--- src/pkg/crp_pkg.sv ---
/*
  Constants shared by the registered command buffer with parity check.
  Assumes a single system clock; all pins are synchronised inside.
*/
// Operation
// RQ1: With gating enabled and both selects high the block sits in low power and holds the gated outputs.
// RQ2: A fault caught just before low power keeps the fault output low for the whole low-power stay plus two clocks, or until reset.
// RQ3: Parity arrives one clock after its data word and is paired with the word registered one clock earlier.
// RQ4: Once the fault output goes low it stays low for at least two clocks unless reset.
// RQ5: Faults on consecutive cycles keep the fault output low for as long as they persist.
// RQ6: A fault is an odd count of ones over the covered word plus parity, judged only when a select was active, else the old state holds.
// RQ7: Reset clears every register, drives outputs low and the fault output inactive high.
// RQ8: With gating on, data is captured only when a select is low; with gating off, on every clock.
// RQ9: The fault result for a word appears two clocks after the word is registered; the code registers it one clock after the word.
// RQ10: Select, termination and clock-enable outputs register every clock regardless of gating.
package crp_pkg;
  // ---------------------------------------------------------------
  // Widths and timing
  // ---------------------------------------------------------------
  localparam int          DATA_WIDTH   = 22;
  localparam int          PAIR_WIDTH   = 2;
  localparam int          HOLD_CLOCKS  = 2;
  localparam logic [1:0]  HOLD_CNT_W2  = 2'h2;
  localparam logic [1:0]  CNT_ZERO     = 2'h0;
  localparam logic        FAULT_IDLE   = 1'b1;
endpackage

--- src/design/crp_sync.sv ---
/*
  Two-flop synchroniser for a vector of pin inputs.
  Assumes the inputs are asynchronous to sys_clk_i.
*/
`timescale 1ns/1ps
module crp_sync #(
  parameter int WIDTH = 1
) (
  input  wire logic             sys_clk_i,
  input  wire logic             rst_i,
  input  wire logic [WIDTH-1:0] async_i,
  output logic      [WIDTH-1:0] sync_o
);
  logic [WIDTH-1:0] meta;
  logic [WIDTH-1:0] next_meta;
  logic [WIDTH-1:0] next_sync;

  initial begin
    if (WIDTH < 1) $error("crp_sync: WIDTH must be at least 1");
  end

  // Only the second stage ever leaves this module
  always_comb begin
    next_meta = async_i;
    next_sync = meta;
  end

  always_ff @(posedge sys_clk_i or posedge rst_i) begin
    if (rst_i) begin
      meta   <= '0;
      sync_o <= '0;
    end else begin
      meta   <= next_meta;
      sync_o <= next_sync;
    end
  end
endmodule // crp_sync

--- src/design/crp_buffer.sv ---
/*
  Registered command buffer with delayed even-parity check.
  Assumes pins are asynchronous to sys_clk_i and pass crp_sync first,
  so every pin sees two extra cycles of latency before capture.
*/
`timescale 1ns/1ps
module crp_buffer
  import crp_pkg::*;
#(
  parameter int DWIDTH = DATA_WIDTH
) (
  input  wire logic              sys_clk_i,
  input  wire logic              rst_i,
  input  wire logic              select_gating_enable_i,
  input  wire logic              chip_select_in_0_i,
  input  wire logic              chip_select_in_1_i,
  input  wire logic [DWIDTH-1:0] command_inputs_i,
  input  wire logic [1:0]        termination_in_i,
  input  wire logic [1:0]        clock_enable_in_i,
  input  wire logic              parity_bit_in_i,
  output logic      [DWIDTH-1:0] registered_outputs_o,
  output logic                   chip_select_out_0_o,
  output logic                   chip_select_out_1_o,
  output logic      [1:0]        termination_out_o,
  output logic      [1:0]        clock_enable_out_o,
  output logic                   parity_fault_n_o,
  output logic                   low_power_state_o
);
  // ---------------------------------------------------------------
  // Pin synchronisation
  // ---------------------------------------------------------------
  localparam int SW = DWIDTH + 8;
  logic [SW-1:0] pin_raw;
  logic [SW-1:0] pin_s;
  logic              gate_s;
  logic              cs0_s;
  logic              cs1_s;
  logic [DWIDTH-1:0] cmd_s;
  logic [1:0]        odt_s;
  logic [1:0]        cke_s;
  logic              par_s;

  initial begin
    if (DWIDTH < 1) $error("crp_buffer: DWIDTH must be at least 1");
  end

  assign pin_raw = {select_gating_enable_i, chip_select_in_0_i,
                    chip_select_in_1_i, command_inputs_i,
                    termination_in_i, clock_enable_in_i, parity_bit_in_i};

  crp_sync #(.WIDTH(SW)) u_sync (
    .sys_clk_i (sys_clk_i),
    .rst_i     (rst_i),
    .async_i   (pin_raw),
    .sync_o    (pin_s)
  );

  assign {gate_s, cs0_s, cs1_s, cmd_s, odt_s, cke_s, par_s} = pin_s;

  // Even parity over a word: high means odd number of ones
  function automatic logic odd_ones(input logic [DWIDTH-1:0] w,
                                    input logic p);
    odd_ones = (^w) ^ p;
  endfunction

  // ---------------------------------------------------------------
  // Capture and parity state
  // ---------------------------------------------------------------
  logic              sel_any;
  logic              capture;
  logic              sel_prev;       // Was a select active for the word
  logic              next_sel_prev;
  logic [DWIDTH-1:0] next_q;
  logic [DWIDTH-1:0] word_prev;      // Word waiting for its parity bit
  logic [DWIDTH-1:0] next_word_prev;
  logic              fault_n;
  logic              next_fault_n;
  logic [1:0]        hold_cnt;
  logic [1:0]        next_hold_cnt;
  logic              lp;
  logic              next_lp;
  logic              err_now;

  assign sel_any = ~cs0_s | ~cs1_s;
  assign capture = ~gate_s | sel_any;                        // RQ8
  assign next_lp = gate_s & ~sel_any;                        // RQ1

  // Parity of the previous word against this cycle's parity bit
  assign err_now = odd_ones(word_prev, par_s);               // RQ3

  // Gated data path and the unconditional control path
  always_comb begin
    next_q         = capture ? cmd_s : registered_outputs_o; // RQ1 RQ8
    next_word_prev = cmd_s;                                  // RQ3
    next_sel_prev  = sel_any;
  end

  // Fault latch: low for at least two clocks, stretched by repeated
  // faults, and frozen throughout low power so a fault caught just
  // before low power outlasts it by the two-clock minimum.
  always_comb begin
    next_fault_n  = fault_n;
    next_hold_cnt = hold_cnt;
    if (sel_prev && err_now) begin                           // RQ6 RQ5
      next_fault_n  = ~FAULT_IDLE;
      next_hold_cnt = HOLD_CNT_W2;                           // RQ4
    end else if (lp) begin
      next_hold_cnt = hold_cnt;                              // RQ2
    end else if (hold_cnt > 2'h1) begin
      next_hold_cnt = hold_cnt - 2'h1;
    end else begin
      next_hold_cnt = CNT_ZERO;
      if (!sel_prev) next_fault_n = fault_n;                 // RQ6
      else next_fault_n = FAULT_IDLE;
    end
  end

  // Registers; reset forces outputs low, fault output released
  always_ff @(posedge sys_clk_i or posedge rst_i) begin
    if (rst_i) begin                                         // RQ7
      registered_outputs_o <= '0;
      chip_select_out_0_o  <= 1'b0;
      chip_select_out_1_o  <= 1'b0;
      termination_out_o    <= '0;
      clock_enable_out_o   <= '0;
      word_prev            <= '0;
      sel_prev             <= 1'b0;
      fault_n              <= FAULT_IDLE;
      hold_cnt             <= CNT_ZERO;
      lp                   <= 1'b0;
    end else begin
      registered_outputs_o <= next_q;
      chip_select_out_0_o  <= cs0_s;                         // RQ10
      chip_select_out_1_o  <= cs1_s;                         // RQ10
      termination_out_o    <= odt_s;                         // RQ10
      clock_enable_out_o   <= cke_s;                         // RQ10
      word_prev            <= next_word_prev;
      sel_prev             <= next_sel_prev;
      fault_n              <= next_fault_n;                  // RQ9
      hold_cnt             <= next_hold_cnt;
      lp                   <= next_lp;
    end
  end

  assign parity_fault_n_o  = fault_n;
  assign low_power_state_o = lp;
endmodule // crp_buffer

--- config.mk ---
export PLATFORM = sky130hd
export DESIGN_NAME = crp_buffer
export DESIGN_NICKNAME = d
export VERILOG_FILES = /design/src/pkg/crp_pkg.sv /design/src/design/crp_sync.sv /design/src/design/crp_buffer.sv
export SDC_FILE = /design/constraint.sdc
export NUM_CORES = 1
export LEC_CHECK = 0
export ABC_AREA = 1
export BUFFER_PORTS_ARGS = -buffer_cell sky130_fd_sc_hd__buf_2
export CORE_MARGIN = 4
export CORE_UTILIZATION = 55
export DETAILED_ROUTE_END_ITERATION = 12
export PLACE_DENSITY = 0.78
export SYNTH_ARGS = -nofsm -noshare
export SYNTH_HDL_FRONTEND = slang
export SYNTH_HIERARCHICAL = 1
export SYNTH_SLANG_ARGS = --single-unit
export TNS_END_PERCENT = 1
--- constraint.sdc ---
create_clock -name sys_clk_i -period 4.6 [get_ports sys_clk_i]
set_input_delay 0.92 -clock sys_clk_i [delete_from_list [all_inputs] [get_ports sys_clk_i]]
set_output_delay 0.92 -clock sys_clk_i [all_outputs]
set_load 0.1 [all_outputs]
==> reports/summary.txt <==
Area Growth Syn to Fin: 24.7%
Combinational cell fraction of total power: 12.1%
Top Family by Delay on Critical Path: flip-flops
CTS Buf Count: 17
Post-CTS resize count: 0
IO Port Bufs: 61
Total routed wirelength: 6640 µm
Non-filler cells, final: 483
Synth Cell Area: 3710 µm²
# IOs: 62
Crit-path slowest cell: dfstp_2
Largest stage delay on the critical path: 520 ps
Root Driver: clkbuf_8
Largest fanout on the critical path: 2
Slew Viols, Final: 0
Starting Density: 57.5%
CP Class: flop to primary output
#FFs+latches synth: 115
Worst hold path class: flop to flop
Vias in the first global route: 2,572
Unique masters post-synth: 17
Final net count: 427
Main flop type after synthesis: dfrtp_1
Layout cells sized above 1: 24.6%
Remaining DRCs: 0
Hold Buf Count CTS: 0
Internal power: 0.00189 W
Drt wl/cell: 13.7 µm
Min cycle time layout: 2370 ps
Post-synth top cells: 142 x nand2_1, 114 x dfrtp_1, 28 x inv_1
Max Cap Viol: 0
Post-detailed-placement half-perimeter wirelength: 4200 µm
RSZ-0062 raised after global routing: no
Number of antenna violations at the first check in global routing: 0
First DRT Iteration DRCs: 141
CP Buf/Inv Count: 1
Mapped Nets: 350
Final setup fails: 0
Chip width: 90.1 µm
Achievable Freq: 422 MHz
First-pass GRT wire length: 11,400 µm
Number of flops mapped to enable cells by yosys: 0
Layout fillers: 426
Vias per inst: 4.85
Largest net degree at the start of global routing: 61
Full die area: 8130 µm²
Skew final: 9.99 ps
Sequential power share: 43.5%
WP data required: 3680 ps
Crit path launch type: flop
Clock slew at reported path FFs: 50 ps
CP Capture Type: primary output
Most common cell in the netlist: nand2_1
CTS tree: built
Register area: 2880 µm²
Ys Warns: 6
Leakage dissipation: 2.49 nW
Die height: 90.1 µm
CP Data Arrival Time: 1450 ps
Multi-input gate area: 702 µm²
Grt ovf: 0
Sw Share: 26.3%
Status: completed
Sw Pwr: 0.000672 W
Cell taking the most area after synthesis: dfrtp_1
Pwr per Cell Area: 553 nW/µm²
Period Utilization, post-route: 51.5%
GPL Wtd Cong: 0.713
Vias: 2,344
Avg Cell Area, Syn: 11.7 µm²
Core area: 6460 µm²
Post-route ant nets: 0
Synth top area share: 76.9%
Asr flop ratio synth: 100%
CP Cell Sequence: buf_2
First drt pass iteration count: 6
Clk Latency, worst-skew pair: 510 ps
Maximum VDD drop: 0.384 mV
Clock power frac: 44.4%
Global Route Usage Sum: 18.5%
Synth Instances: 318
Cell count after placement: 453
Post-CTS setup buffer count: 0
Max clock buf depth: 2
Slew headroom: 26.1%
# clock sinks: 115
Fin Setup TNS: 0 ps
Hold Fails Final Rpt: 0
Synth area leaders: dfrtp_1 77%, nand2_1 14%, inv_1 2.8%, nand3_1 1.1%, nand2_2 0.84%
Antenna cells: 0
H-tree depth: 4
Seq/Total Area, Yosys: 77.6%
Row Count: 29
Worst slew pin tran: 1110 ps
-- cells by family after synthesis --
group	count (synthesis)	share of synthesized area, %
simple gates	161	17.2
flops	115	77.6
compound gates	3	0.506
buf+inv	34	3.51
xor+xnor	5	1.18
-- per-stage QoR --
stage               setup slack, ps  total power [W]  hold slack (ps)  util [%]  cell area (µm²)
finish                         2230          0.00256              342      71.7             4630
detailed placement             2460          0.00144              335      63.5             4100
global placement               2570          0.00143              331      63.5             4100
floorplan                      2200          0.00137              331         -             3710
CTS                            2200          0.00259              342      71.7             4630
global route                   2120          0.00267              353      71.7             4630
-- power groups by stage --
| stage | Clock [W] | Combinational (W) | Sequential [W] |
|---|---|---|---|
| after floorplan | 0 | 0.0000930 | 0.00128 |
| after global placement | 0 | 0.000300 | 0.00113 |
| after detailed placement | 0 | 0.000309 | 0.00113 |
| after CTS | 0.00116 | 0.000312 | 0.00111 |
| after global routing | 0.00122 | 0.000331 | 0.00112 |
| final | 0.00114 | 0.000309 | 0.00111 |
-- metal layers --
metal / part of all wire, % / up-vias / GRT usage, %
met4: 1.9 / 0 / 12.4
met1: 39 / 1149 / 20.2
met5: 0 / - / 0
met2: 54 / 73 / 30.4
li1: - / 1108 / -
met3: 5.8 / 14 / 6.59
-- path summary, 6_finish.rpt --
| kind | from | to | slack [ps] | depth (start not counted) |
|---|---|---|---|---|
| worst max-delay path | parity_fault_n_o$_DFFE_PP1P_ | parity_fault_n_o | 2230 | 1 |
| worst min-delay path | u_sync/meta[0]$_DFF_PP0_ | u_sync/sync_o[0]$_DFF_PP0_ | 340 | 0 |
| worst max register to register | u_sync/sync_o[28]$_DFF_PP0_ | registered_outputs_o[1]$_DFFE_PP0N_ | 2420 | 4 |
| worst min register to register | u_sync/meta[0]$_DFF_PP0_ | u_sync/sync_o[0]$_DFF_PP0_ | 340 | 0 |
| max in group asynchronous | rst_i | word_prev[14]$_DFF_PP0_ | 3200 | 2 |
| min in group asynchronous | rst_i | u_sync/sync_o[0]$_DFF_PP0_ | 610 | 3 |
-- cells in the final DEF, fill, tap and decap left out, types with 2 or more instances in the layout --
cell type | netlist | routed
nand2_1 | 142 | 142
dfrtp_1 | 114 | 114
buf_2 | 2 | 61
inv_1 | 28 | 26
clkbuf_16 | 0 | 16
nand3_1 | 8 | 8
nand2_2 | 5 | 5
clkbuf_1 | 2 | 5
inv_2 | 2 | 4
clkbuf_8 | 0 | 4
nor2_1 | 3 | 3
xnor2_1 | 3 | 3
clkinv_2 | 0 | 3
xor2_1 | 2 | 2
o21ai_0 | 2 | 2
-- flip-flops by register name, summed over array words and instances (netlist names) --
| name | cells |
|---|---|
| hold_cnt | 2 |
| clock_enable_out_o | 2 |
| termination_out_o | 2 |
| u_sync/sync_o | 30 |
| sel_prev | 1 |
| low_power_state_o | 1 |
| u_sync/meta | 30 |
| registered_outputs_o | 22 |
| chip_select_out_0_o | 1 |
| parity_fault_n_o | 1 |
| word_prev | 22 |
| chip_select_out_1_o | 1 |
-- area by class of cell --
type                    count  area share, %
inverters                  30           2.43
well taps                  77           2.08
clock inverters             5           1.14
multi-input cells         169           15.2
clock buffers              25           10.2
flip-flops and latches    115           62.2
repair buffers             62           6.76
Power figures use the tool's default switching activity.
